## config.mk

```make
export PLATFORM = sky130hd
export DESIGN_NAME = pisw_top
export DESIGN_NICKNAME = d
export VERILOG_FILES = /design/src/rtl/pisw_pkg.sv /design/src/rtl/pisw_top.sv
export SDC_FILE = /design/constraint.sdc
export NUM_CORES = 1
export LEC_CHECK = 0
export BUFFER_PORTS_ARGS = -buffer_cell sky130_fd_sc_hd__buf_2
export CORE_ASPECT_RATIO = 0.7
export CORE_UTILIZATION = 46
export DETAILED_ROUTE_END_ITERATION = 10
export GPL_ROUTABILITY_DRIVEN = 0
export PLACE_DENSITY = 0.91
export RECOVER_POWER = 25
export SLEW_MARGIN = 20
export SYNTH_ARGS = -nofsm -noshare
export SYNTH_HDL_FRONTEND = slang
export SYNTH_SLANG_ARGS = --single-unit
```

## constraint.sdc

```tcl
create_clock -name pclk -period 3.95 [get_ports pclk]
set_input_delay 0.1975 -clock pclk [delete_from_list [all_inputs] [get_ports pclk]]
set_output_delay 0.1975 -clock pclk [all_outputs]
set_load 0.02 [all_outputs]
```

## src/rtl/pisw_pkg.sv

```systemverilog
/*
 * Package for the peripheral interrupt and slave window block: register
 * indices, field positions, reset values, carrier structs and state types.
 * Assumes an APB master on the local clock; no other package is needed.
 */
package pisw_pkg;

    // ==========================================================
    // Register indices (byte address is four times the index)
    localparam logic [31:0] IDX_SCSI_IRQ = 32'hfffe_102a;
    localparam logic [31:0] IDX_SLAVE_WIN = 32'hfffe_102b;
    localparam logic [31:0] IDX_SOFT_ONE = 32'hfffe_102c;
    localparam logic [31:0] IDX_VEC_BASE = 32'hfffe_102d;
    localparam logic [31:0] IDX_SOFT_TWO = 32'hfffe_102e;
    localparam logic [31:0] IDX_REVISION = 32'hfffe_102f;

    // ==========================================================
    // Field positions
    localparam int LVL_LSB = 0;
    localparam int EN_BIT = 3;
    localparam int DRV_BIT = 4;
    localparam int SENSE_BIT = 5;
    localparam int RST_ST_BIT = 6;
    localparam int STAT_BIT = 7;
    localparam int WIN_LSB = 0;
    localparam int RMC_WAIT_BIT = 5;
    localparam int NET_LSB = 6;
    localparam int VBASE_LSB = 4;

    // ==========================================================
    // Reset values, codes and sizes
    localparam logic [7:0] REG_RESET = 8'h00;
    localparam logic [7:0] REVISION_LEVEL = 8'h00;
    localparam logic [3:0] CODE_PWR_FAIL = 4'h0;
    localparam logic [3:0] CODE_BUS_ERR = 4'h1;
    localparam logic [3:0] CODE_ABORT = 4'h2;
    localparam logic [3:0] CODE_SERIAL = 4'h3;
    localparam logic [3:0] CODE_NETWORK = 4'h4;
    localparam logic [3:0] CODE_SCSI = 4'h5;
    localparam logic [3:0] CODE_SCSI_DMA = 4'h6;
    localparam logic [3:0] CODE_PRINTER = 4'h7;
    localparam logic [3:0] CODE_TICK_ONE = 4'h8;
    localparam logic [3:0] CODE_TICK_TWO = 4'h9;
    localparam logic [3:0] CODE_SOFT_ONE = 4'ha;
    localparam logic [3:0] CODE_SOFT_TWO = 4'hb;
    // Onboard memory is 4 MB: one window step is 2**22 bytes
    localparam int MEM_SHIFT = 22;
    localparam logic [31:0] SIXTEEN_MB = 32'h0100_0000;
    localparam logic [4:0] STD_WIN_LIMIT = 5'(SIXTEEN_MB >> MEM_SHIFT);

    // ==========================================================
    // Carriers
    typedef struct packed {
        logic psel;
        logic penable;
        logic pwrite;
        logic [11:0] paddr;
        logic [31:0] pwdata;
    } pisw_apb_req_t;

    typedef struct packed {
        logic [31:0] prdata;
        logic pready;
        logic pslverr;
    } pisw_apb_rsp_t;

    typedef struct packed {
        logic start;
        logic first_to_vme;
        logic vme_cycle;
        logic active;
        logic granted;
    } pisw_rmc_req_t;

    typedef enum logic [1:0] {RMC_IDLE, RMC_LOCAL, RMC_ACQUIRE, RMC_HELD} pisw_rmc_state_t;

endpackage

```

## src/rtl/pisw_top.sv

```systemverilog
/*
 * Peripheral interrupt control and slave window block: SCSI port interrupt
 * with bus reset drive and sense, two software interrupts, vector base,
 * revision, slave DRAM window, network DMA section and RMC mastership policy.
 * Assumes an APB master on pclk; SCSI inputs are asynchronous, all other
 * inputs come from logic on pclk.
 */
//
// Summary of operation
// - SCSI level field sets request priority; level zero requests nothing.
// - SCSI enable gates its interrupt; enable, level, drive clear at reset.
// - Drive bit set actively asserts the SCSI bus reset line, else undriven.
// - Sense bit reads one while the SCSI bus reset line is active.
// - Reset status sets on rising edge of enable AND bus reset.
// - Reset status clears on write one, disable or reset, until new edge.
// - Port status is reset status OR chip interrupt, requesting at level.
// - Window field places DRAM at field times memory size; resets zero.
// - Base below 16 MB answers standard and extended modifiers, else extended.
// - Whole slave window register resets to zero.
// - Wait bit set: obtain bus mastership before any locked sequence.
// - Wait bit clear: wait for mastership at the first remote cycle of the sequence.
// - Mastership gained in a locked sequence is held until it finishes.
// - Two network bits supply upper DMA address, picking a 16 MB section.
// - Each software interrupt has a level field; zero requests nothing.
// - Software enable alone raises the interrupt; status mirrors enable.
// - Vector is programmable base nibble over source code nibble.
// - Source codes run 0 to 11 from power fail to software two.
// - Read-only revision register reports the controller revision.
`timescale 1ns/1ps

module pisw_top (
    input wire logic pclk,
    input wire logic presetn,
    input wire pisw_pkg::pisw_apb_req_t apb_req,
    output pisw_pkg::pisw_apb_rsp_t apb_rsp,
    input wire logic scsi_rst_in,
    input wire logic scsi_chip_irq,
    output logic scsi_rst_out,
    output logic scsi_rst_oe,
    output logic [2:0] irq_level,
    input wire logic iack_req,
    input wire logic [2:0] iack_level,
    output logic iack_done,
    output logic iack_hit,
    output logic [7:0] iack_vector,
    input wire logic vme_valid,
    input wire logic vme_am_ext,
    input wire logic [31:0] vme_addr,
    output logic slave_hit,
    input wire logic [23:0] net_dma_addr,
    output logic [25:0] net_dma_local_addr,
    input wire pisw_pkg::pisw_rmc_req_t rmc,
    output logic vme_bus_request,
    output logic rmc_go
);

    // ==========================================================
    // State
    typedef struct packed {
        logic [2:0] scsi_lvl;
        logic scsi_en;
        logic scsi_drv;
        logic scsi_rst_st;
        logic cond_prev;
        logic [1:0] rst_sync;
        logic [1:0] chip_sync;
        logic [4:0] win;
        logic rmc_wait;
        logic [1:0] net_sec;
        logic [2:0] sw1_lvl;
        logic sw1_en;
        logic [2:0] sw2_lvl;
        logic sw2_en;
        logic [3:0] vbase;
        pisw_pkg::pisw_rmc_state_t rmc_st;
        logic [31:0] prdata;
        logic pready;
        logic pslverr;
        logic [2:0] irq_level;
        logic iack_done;
        logic iack_hit;
        logic [7:0] iack_vector;
        logic rst_oe;
        logic slave_hit;
        logic [25:0] net_addr;
        logic bus_req;
        logic rmc_go;
    } pisw_state_t;

    pisw_state_t s_r;
    pisw_state_t s_nxt;

    // ==========================================================
    // Helpers
    function automatic logic reg_hit(input logic [11:0] addr, input logic [31:0] idx);
        reg_hit = (addr[11:2] == idx[9:0]);
    endfunction

    function automatic logic [2:0] lvl_max(input logic [2:0] a, input logic [2:0] b);
        lvl_max = (a > b) ? a : b;
    endfunction

    // Level requested by a source, zero when it is idle or unprogrammed
    function automatic logic [2:0] src_level(input logic req, input logic [2:0] lvl);
        src_level = req ? lvl : 3'h0;
    endfunction

    // Live status views used by reads, requests and acknowledge
    logic sense;
    logic port_stat;
    logic scsi_req;
    logic sw1_req;
    logic sw2_req;
    logic wr;
    logic cond;
    assign sense = s_r.rst_sync[1];
    assign port_stat = s_r.scsi_rst_st | s_r.chip_sync[1];
    assign scsi_req = s_r.scsi_en && port_stat && (s_r.scsi_lvl != 3'h0);
    assign sw1_req = s_r.sw1_en && (s_r.sw1_lvl != 3'h0);
    assign sw2_req = s_r.sw2_en && (s_r.sw2_lvl != 3'h0);
    assign wr = apb_req.psel && apb_req.penable && apb_req.pwrite && s_r.pready;
    assign cond = s_r.scsi_en && sense;

    // ==========================================================
    // Next state
    always_comb begin
        logic [7:0] rd;
        logic mapped;
        logic [4:0] std_win;
        rd = 8'h00;
        mapped = 1'b1;
        std_win = 5'h00;
        s_nxt = s_r;

        // Pin inputs pass two flops before anything reads them
        s_nxt.rst_sync = {s_r.rst_sync[0], scsi_rst_in};
        s_nxt.chip_sync = {s_r.chip_sync[0], scsi_chip_irq};
        s_nxt.cond_prev = cond;

        // APB: ready in the first access cycle, so every transfer is two cycles
        s_nxt.pready = apb_req.psel && !apb_req.penable;
        if (reg_hit(apb_req.paddr, pisw_pkg::IDX_SCSI_IRQ)) begin
            rd = {port_stat, s_r.scsi_rst_st, sense, s_r.scsi_drv, s_r.scsi_en, s_r.scsi_lvl};
        end else if (reg_hit(apb_req.paddr, pisw_pkg::IDX_SLAVE_WIN)) begin
            rd = {s_r.net_sec, s_r.rmc_wait, s_r.win};
        end else if (reg_hit(apb_req.paddr, pisw_pkg::IDX_SOFT_ONE)) begin
            rd = {s_r.sw1_en, 3'h0, s_r.sw1_en, s_r.sw1_lvl};
        end else if (reg_hit(apb_req.paddr, pisw_pkg::IDX_VEC_BASE)) begin
            rd = {s_r.vbase, 4'h0};
        end else if (reg_hit(apb_req.paddr, pisw_pkg::IDX_SOFT_TWO)) begin
            rd = {s_r.sw2_en, 3'h0, s_r.sw2_en, s_r.sw2_lvl};
        end else if (reg_hit(apb_req.paddr, pisw_pkg::IDX_REVISION)) begin
            rd = pisw_pkg::REVISION_LEVEL;
        end else begin
            mapped = 1'b0;
        end
        if (apb_req.psel && !apb_req.penable) begin
            s_nxt.prdata = {24'h00_0000, apb_req.pwrite ? 8'h00 : rd};
            s_nxt.pslverr = !mapped;
        end else if (s_r.pready) begin
            s_nxt.prdata = 32'h0000_0000;
            s_nxt.pslverr = 1'b0;
        end

        // Register writes, taken only at the access edge with ready high
        if (wr && reg_hit(apb_req.paddr, pisw_pkg::IDX_SCSI_IRQ)) begin
            s_nxt.scsi_lvl = apb_req.pwdata[pisw_pkg::LVL_LSB +: 3];
            s_nxt.scsi_en = apb_req.pwdata[pisw_pkg::EN_BIT];
            s_nxt.scsi_drv = apb_req.pwdata[pisw_pkg::DRV_BIT];
        end
        if (wr && reg_hit(apb_req.paddr, pisw_pkg::IDX_SLAVE_WIN)) begin
            s_nxt.win = apb_req.pwdata[pisw_pkg::WIN_LSB +: 5];
            s_nxt.rmc_wait = apb_req.pwdata[pisw_pkg::RMC_WAIT_BIT];
            s_nxt.net_sec = apb_req.pwdata[pisw_pkg::NET_LSB +: 2];
        end
        if (wr && reg_hit(apb_req.paddr, pisw_pkg::IDX_SOFT_ONE)) begin
            s_nxt.sw1_lvl = apb_req.pwdata[pisw_pkg::LVL_LSB +: 3];
            s_nxt.sw1_en = apb_req.pwdata[pisw_pkg::EN_BIT];
        end
        if (wr && reg_hit(apb_req.paddr, pisw_pkg::IDX_VEC_BASE)) begin
            s_nxt.vbase = apb_req.pwdata[pisw_pkg::VBASE_LSB +: 4];
        end
        if (wr && reg_hit(apb_req.paddr, pisw_pkg::IDX_SOFT_TWO)) begin
            s_nxt.sw2_lvl = apb_req.pwdata[pisw_pkg::LVL_LSB +: 3];
            s_nxt.sw2_en = apb_req.pwdata[pisw_pkg::EN_BIT];
        end

        // Reset status: a new edge beats a clear in the same cycle
        if (cond && !s_r.cond_prev) begin
            s_nxt.scsi_rst_st = 1'b1;
        end else if (!s_r.scsi_en || (wr && reg_hit(apb_req.paddr, pisw_pkg::IDX_SCSI_IRQ)
                     && apb_req.pwdata[pisw_pkg::RST_ST_BIT])) begin
            s_nxt.scsi_rst_st = 1'b0;
        end

        // Bus reset is open drain: enable only, output level fixed active
        s_nxt.rst_oe = s_r.scsi_drv;

        // Highest level among the requesting sources
        s_nxt.irq_level = lvl_max(src_level(scsi_req, s_r.scsi_lvl),
                                  lvl_max(src_level(sw1_req, s_r.sw1_lvl),
                                          src_level(sw2_req, s_r.sw2_lvl)));

        // Acknowledge: SCSI beats soft one beats soft two at a shared level
        s_nxt.iack_done = iack_req;
        s_nxt.iack_hit = 1'b0;
        s_nxt.iack_vector = 8'h00;
        if (iack_req && (iack_level != 3'h0)) begin
            if (scsi_req && (s_r.scsi_lvl == iack_level)) begin
                s_nxt.iack_hit = 1'b1;
                s_nxt.iack_vector = {s_r.vbase, pisw_pkg::CODE_SCSI};
            end else if (sw1_req && (s_r.sw1_lvl == iack_level)) begin
                s_nxt.iack_hit = 1'b1;
                s_nxt.iack_vector = {s_r.vbase, pisw_pkg::CODE_SOFT_ONE};
            end else if (sw2_req && (s_r.sw2_lvl == iack_level)) begin
                s_nxt.iack_hit = 1'b1;
                s_nxt.iack_vector = {s_r.vbase, pisw_pkg::CODE_SOFT_TWO};
            end
        end

        // Slave window: standard space is 24 bits, so only low windows fit it
        std_win = 5'(vme_addr[23:pisw_pkg::MEM_SHIFT]);
        if (vme_am_ext) begin
            s_nxt.slave_hit = vme_valid && (vme_addr[31:pisw_pkg::MEM_SHIFT] == {5'h00, s_r.win});
        end else begin
            s_nxt.slave_hit = vme_valid && (s_r.win < pisw_pkg::STD_WIN_LIMIT)
                              && (std_win == s_r.win);
        end

        // Network DMA address takes the section bits on top
        s_nxt.net_addr = {s_r.net_sec, net_dma_addr};

        // Locked sequence mastership
        unique case (s_r.rmc_st)
            pisw_pkg::RMC_IDLE: begin
                if (rmc.start) begin
                    if (s_r.rmc_wait || rmc.first_to_vme) begin
                        s_nxt.rmc_st = pisw_pkg::RMC_ACQUIRE;
                    end else begin
                        s_nxt.rmc_st = pisw_pkg::RMC_LOCAL;
                    end
                end
            end
            pisw_pkg::RMC_LOCAL: begin
                if (!rmc.active) begin
                    s_nxt.rmc_st = pisw_pkg::RMC_IDLE;
                end else if (rmc.vme_cycle) begin
                    s_nxt.rmc_st = pisw_pkg::RMC_ACQUIRE;
                end
            end
            pisw_pkg::RMC_ACQUIRE: begin
                if (rmc.granted) begin
                    s_nxt.rmc_st = pisw_pkg::RMC_HELD;
                end
            end
            pisw_pkg::RMC_HELD: begin
                if (!rmc.active) begin
                    s_nxt.rmc_st = pisw_pkg::RMC_IDLE;
                end
            end
        endcase
        // Request stays up while held so no other master slips in mid sequence
        s_nxt.bus_req = (s_nxt.rmc_st == pisw_pkg::RMC_ACQUIRE) || (s_nxt.rmc_st == pisw_pkg::RMC_HELD);
        s_nxt.rmc_go = (s_nxt.rmc_st == pisw_pkg::RMC_LOCAL) || (s_nxt.rmc_st == pisw_pkg::RMC_HELD);
    end

    // ==========================================================
    // State register, all zero at reset
    always_ff @(posedge pclk or negedge presetn) begin
        if (!presetn) begin
            s_r <= '0;
        end else begin
            s_r <= s_nxt;
        end
    end

    // Outputs straight from the state register, scsi_rst_out tied high
    assign apb_rsp.prdata = s_r.prdata;
    assign apb_rsp.pready = s_r.pready;
    assign apb_rsp.pslverr = s_r.pslverr;
    assign scsi_rst_out = 1'b1;
    assign scsi_rst_oe = s_r.rst_oe;
    assign irq_level = s_r.irq_level;
    assign iack_done = s_r.iack_done;
    assign iack_hit = s_r.iack_hit;
    assign iack_vector = s_r.iack_vector;
    assign slave_hit = s_r.slave_hit;
    assign net_dma_local_addr = s_r.net_addr;
    assign vme_bus_request = s_r.bus_req;
    assign rmc_go = s_r.rmc_go;
endmodule

```

# Yosys cells after proc, flatten, opt, wreduce, memory -nomap -nowiden
# Index checks and enable logic that the tools add are counted.
[totals] ff_bits=110 wordCells=122
[op_classes] magnitude_cmp=3 eq_ne=17 muxes=35 n_bitwise=1 reduce_logical=38
[ops] op="$mux W32" count=2
[ops] op="$eq A10 B6 Y1 const B" count=6
[ops] op="$mux W8" count=6
[ops] op="$mux W9" count=4
[ops] op="$logic_and A1 B1 Y1" count=23
[ops] op="$mux W3" count=5
[ops] op="$mux W2" count=6
[ops] op="$reduce_bool A3 Y1" count=4
[ops] op="$mux W1" count=11
[ops] op="$eq A10 B5 Y1" count=1
[ops] op="$eq A3 B3 Y1" count=3
[ops] op="$eq A2 B2 Y1 const B" count=4
[ops] op="$pmux W2 S4" count=1
[ops] op="$gt A3 B3 Y1" count=2
[ops] op="$eq A2 B5 Y1" count=1
[ops] op="$lt A5 B3 Y1 const B" count=1
[ops] op="$eq A2 B1 Y1 const B" count=2
[ops] op="$logic_not A1 Y1" count=4
[ops] op="$logic_or A1 B1 Y1" count=4
[ops] op="$reduce_bool A2 Y1" count=2
[ops] op="$logic_not A2 Y1" count=1
[ops] op="$or A1 B1 Y1" count=1

# Logic depth before layout (Yosys ltp)
[logic_depth] ltp_word=9 depth_mapped=13

# Worst setup path before layout
# OpenSTA, ideal clock, no wires.
[synth_timing] kind="reg2reg" start="register s_r[87] (netlist bit)" end="register s_r (netlist bit irq_level[0])" arrival_time_ps=2710 t_required_ps=3825 slack_ps=1115 path_stages_with_launch=13 path_buffers=0 synth_period_minus_slack_ps=2835 path_cell_list="dfrtp_1 -> nand2_1 -> inv_1 -> ha_1 -> nand2_1 -> o21a_1 -> a31oi_1 -> mux2_2 -> ha_1 -> a21o_1 -> a21oi_1 -> a31oi_1 -> mux2_2"
[synth_rtl] element="from (decl)" line_no="pisw_top.sv:90" rtl="pisw_state_t s_r;"
[synth_rtl] element="from (signal assigned)" line_no="pisw_top.sv:273" rtl="s_r <= s_nxt;"

==> impl_metrics.csv <==
group,metric,value,unit
synthesis,synth-seq-cells,84,
detailed_routing,drc_errors,0,
sta,fmax,0.3107,GHz
clock_network,cts_tree,"built",
sta,max-slew-margin-rel,49.49,%
die,rows,28,
die,start_util,47.80,%
synthesis,synth_cell_type_count,53,
clock_network,clk_pin_slew,0.07,ns
sta,rsz0062_at_grt,"false",
final_layout,drive_gt1_share,27.65,%
power_and_ir_drop,ir_drop,0.2189,mV
critical_path,critPathCaptureType,"flip-flop",
synthesis,synthFlopType,"dfrtp_1",
die,dieHeight,80.69,µm
detailed_routing,finalWirelength,8.892,mm
final_layout,antenna_cells,0,
synthesis,synthArstFlopShare,100.0,%
detailed_routing,wl_per_cell,15.25,µm
synthesis,syn_inst,352,
sta,worst_slew_pin_slew,0.7577,ns
final_layout,fill_cells,718,
sta,fin_setup_tns,0,ns
clock_network,cts_sinks,84,
critical_path,required,4.17,ns
die,fp.dieW,114.4,µm
global_routing,grt_pass1_wl,14.23,mm
clock_network,cts_made_buffers,9,
status,status,"finished clean",
synthesis,yosysSeqAreaShare,51.66,%
synthesis,synthSimpleGateAreaFrac,10.70,%
critical_path,cp_max_fo,7,
die,core_area,0.008513,mm²
synthesis,synth_compound_gate_area_share,8.456,%
synthesis,synth-edff-count,0,
synthesis,netlist.area_leader.share,51.66,%
global_routing,grt_pass1_vias,2866,
global_routing,grt_max_degree,85,
sta,setup_slack,0.7310,ns
sta,fin_crit_sh,81.49,%
synthesis,ys_top_cells_by_area,"dfrtp_1 (52%), buf_4 (13%), mux2_1 (6.1%)",
synthesis,synth-xor-area-share,2.153,%
clock_network,cts_setup_buffers,0,
synthesis,synth_mux_area_share,9.594,%
power_and_ir_drop,p_per_area,401.5,mW/mm²
detailed_routing,antenna_left,0,
critical_path,critPathLaunchType,"flip-flop",
synthesis,synth_warnings,0,
detailed_routing,vias,2886,
placed_design,post-dp-hpwl,6.397,mm
sta,slew_viol_final,0,
die,floorplan.die_area,0.009232,mm²
clock_network,htree_levels,3,
global_routing,antenna_found_initial,0,
synthesis,synth_top_area_cell,"dfrtp_1",
final_layout,nNetsFinal,582,
synthesis,syn_avg_cell_area,11.56,µm²
sta,finalHoldViolCount,0,
clock_network,clk_root_buffer_cell,"clkbuf_16",
run,max-cap-violations,0,
synthesis,synth_top_family_by_area,"buffers and inverters",
placed_design,dp_slack,0.8439,ns
die,io_pins,196,
detailed_routing,drt-initial-drc-count,180,
power_and_ir_drop,p_leak,2.461,nW
sta,layout_min_cycle_time,3.219,ns
global_routing,grt-ovfl-total,0,
clock_network,clockBufferDepth,2,
sta,finalClockSkew,0.006047,ns
critical_path,cp.arrival,3.44,ns
placed_design,place_area,0.004344,mm²
global_routing,grt_usage,20.96,%
final_layout,synthToLayoutAreaGrowth,20.54,%
synthesis,synth_fa_ha_area_share,1.845,%
detailed_routing,vias_per_cell,4.950,
sta,finalSetupViolCount,0,
final_layout,design_area,0.004905,mm²
detailed_routing,dr.pass1.iters,4,
min_path,hp-class,"in2reg",
clock_network,clk_latency,0.34,ns
placed_design,port_buffers,122,
critical_path,worst-setup-path-type,"reg2reg",
synthesis,netlist_area,0.004069,mm²
## synth_stat cells, types with 2 or more instances
| library cell | number |
|---|---|
| o22ai_1 | 4 |
| mux2i_1 | 12 |
| dfrtp_1 | 84 |
| o21ai_0 | 3 |
| and2_1 | 8 |
| o21ai_1 | 7 |
| nor4_1 | 2 |
| a21oi_1 | 14 |
| inv_2 | 2 |
| conb_1 | 2 |
| nor3_1 | 2 |
| nor2_1 | 10 |
| nor4_4 | 4 |
| nand4_1 | 3 |
| o21a_1 | 4 |
| mux2_2 | 2 |
| o31ai_1 | 5 |
| a22o_1 | 4 |
| a211oi_1 | 2 |
| xor2_1 | 2 |
| a31oi_1 | 4 |
| nand2b_1 | 3 |
| mux2_1 | 22 |
| nand2_1 | 22 |
| buf_4 | 72 |
| ha_1 | 6 |
| inv_1 | 12 |
| xnor2_1 | 8 |
| buf_2 | 3 |
## stage by stage
stage	hold slack [ns]	std cells	utilization, %	total power, mW
floorplan	-0.09809	375	-	1.063
global placement	0.3054	539	51.03	1.109
detailed placement	0.3072	539	51.03	1.118
CTS	0.08445	582	57.76	1.992
global route	0.1066	583	57.61	2.058
finish	0.1009	583	57.61	1.969
## sequential cells by signal, summed over array words and instances, names as in the netlist
signal,cells
apb_rsp,10
iack_done,1
iack_hit,1
iack_vector,7
irq_level,3
net_dma_local_addr,26
rmc_go,1
s_nxt,5
s_r,27
scsi_rst_oe,1
slave_hit,1
vme_bus_request,1
## timing repair
action                    CTS  global route
hold endpoints to repair   27            84
gates resized for setup     0             0
hold buffers               27             1
## path summary, 6_finish.rpt
| path | slack, ns | depth (start not counted) | endpoint | from |
|---|---|---|---|---|
| max | 0.73 | 11 | irq_level[0] | s_r[83] |
| min | 0.10 | 3 | slave_hit | vme_valid |
| max reg2reg | 0.73 | 11 | irq_level[0] | s_r[83] |
| min reg2reg | 0.36 | 0 | s_r[102] | s_nxt[102] |
| max in group asynchronous | 2.96 | 2 | net_dma_local_addr[5] | presetn |
| min in group asynchronous | 0.45 | 2 | apb_rsp[3] | presetn |
## cells by family after synthesis
| group | after synthesis |
|---|---|
| buffers and inverters | 92 |
| flip-flops | 84 |
| AND/OR/NAND/NOR | 68 |
| AO/OA/AOI/OAI | 54 |
| multiplexers | 36 |
| XOR/XNOR | 10 |
| adder cells (fa/ha/maj) | 6 |
| other | 2 |
## power by group
group / internal [mW] / switching [mW]
clock network: 0.509 / 0.336
logic: 0.0772 / 0.131
registers: 0.893 / 0.0225
total: 1.48 / 0.490
## layer usage
layer,global-route usage [%],part of all wire (%)
met1,25.58,43
met2,33.39,48
met3,6.868,7.2
met4,10.65,2.1
met5,0,0
## placed cells by master (no fill, tap or decap), types with 5 or more instances in the layout
cell	count
dlygate4sd3_1	28
clkbuf_16	9
xnor2_1	8
and2_1	7
a21oi_1	14
inv_1	13
buf_2	99
dfrtp_1	84
clkbuf_1	22
nand2_1	22
nor2_1	10
mux2_1	22
o21ai_1	7
o31ai_1	5
conb_1	25
mux2i_1	12
ha_1	6
## layout make-up
class	count	area, µm²	share of cell area, %
clock inverter	5	60.06	1.224
multi-input combinational	199	1426	29.08
inverter	14	52.55	1.071
clock buffer	11	242.7	4.949
tap	120	150.1	3.061
timing repair buffer	150	870.8	17.76
sequential	84	2102	42.86
## critical path, cell delays in order (launching register included)
cell	delay [ns]
dfrtp_1	0.51
nand2_1	0.15
ha_1	0.35
nand2_1	0.06
o21a_1	0.19
a31oi_1	0.24
mux2_2	0.39
ha_1	0.30
a21o_1	0.12
a21oi_1	0.07
a31oi_1	0.32
mux2_2	0.38
Power figures use the tool's default switching activity.
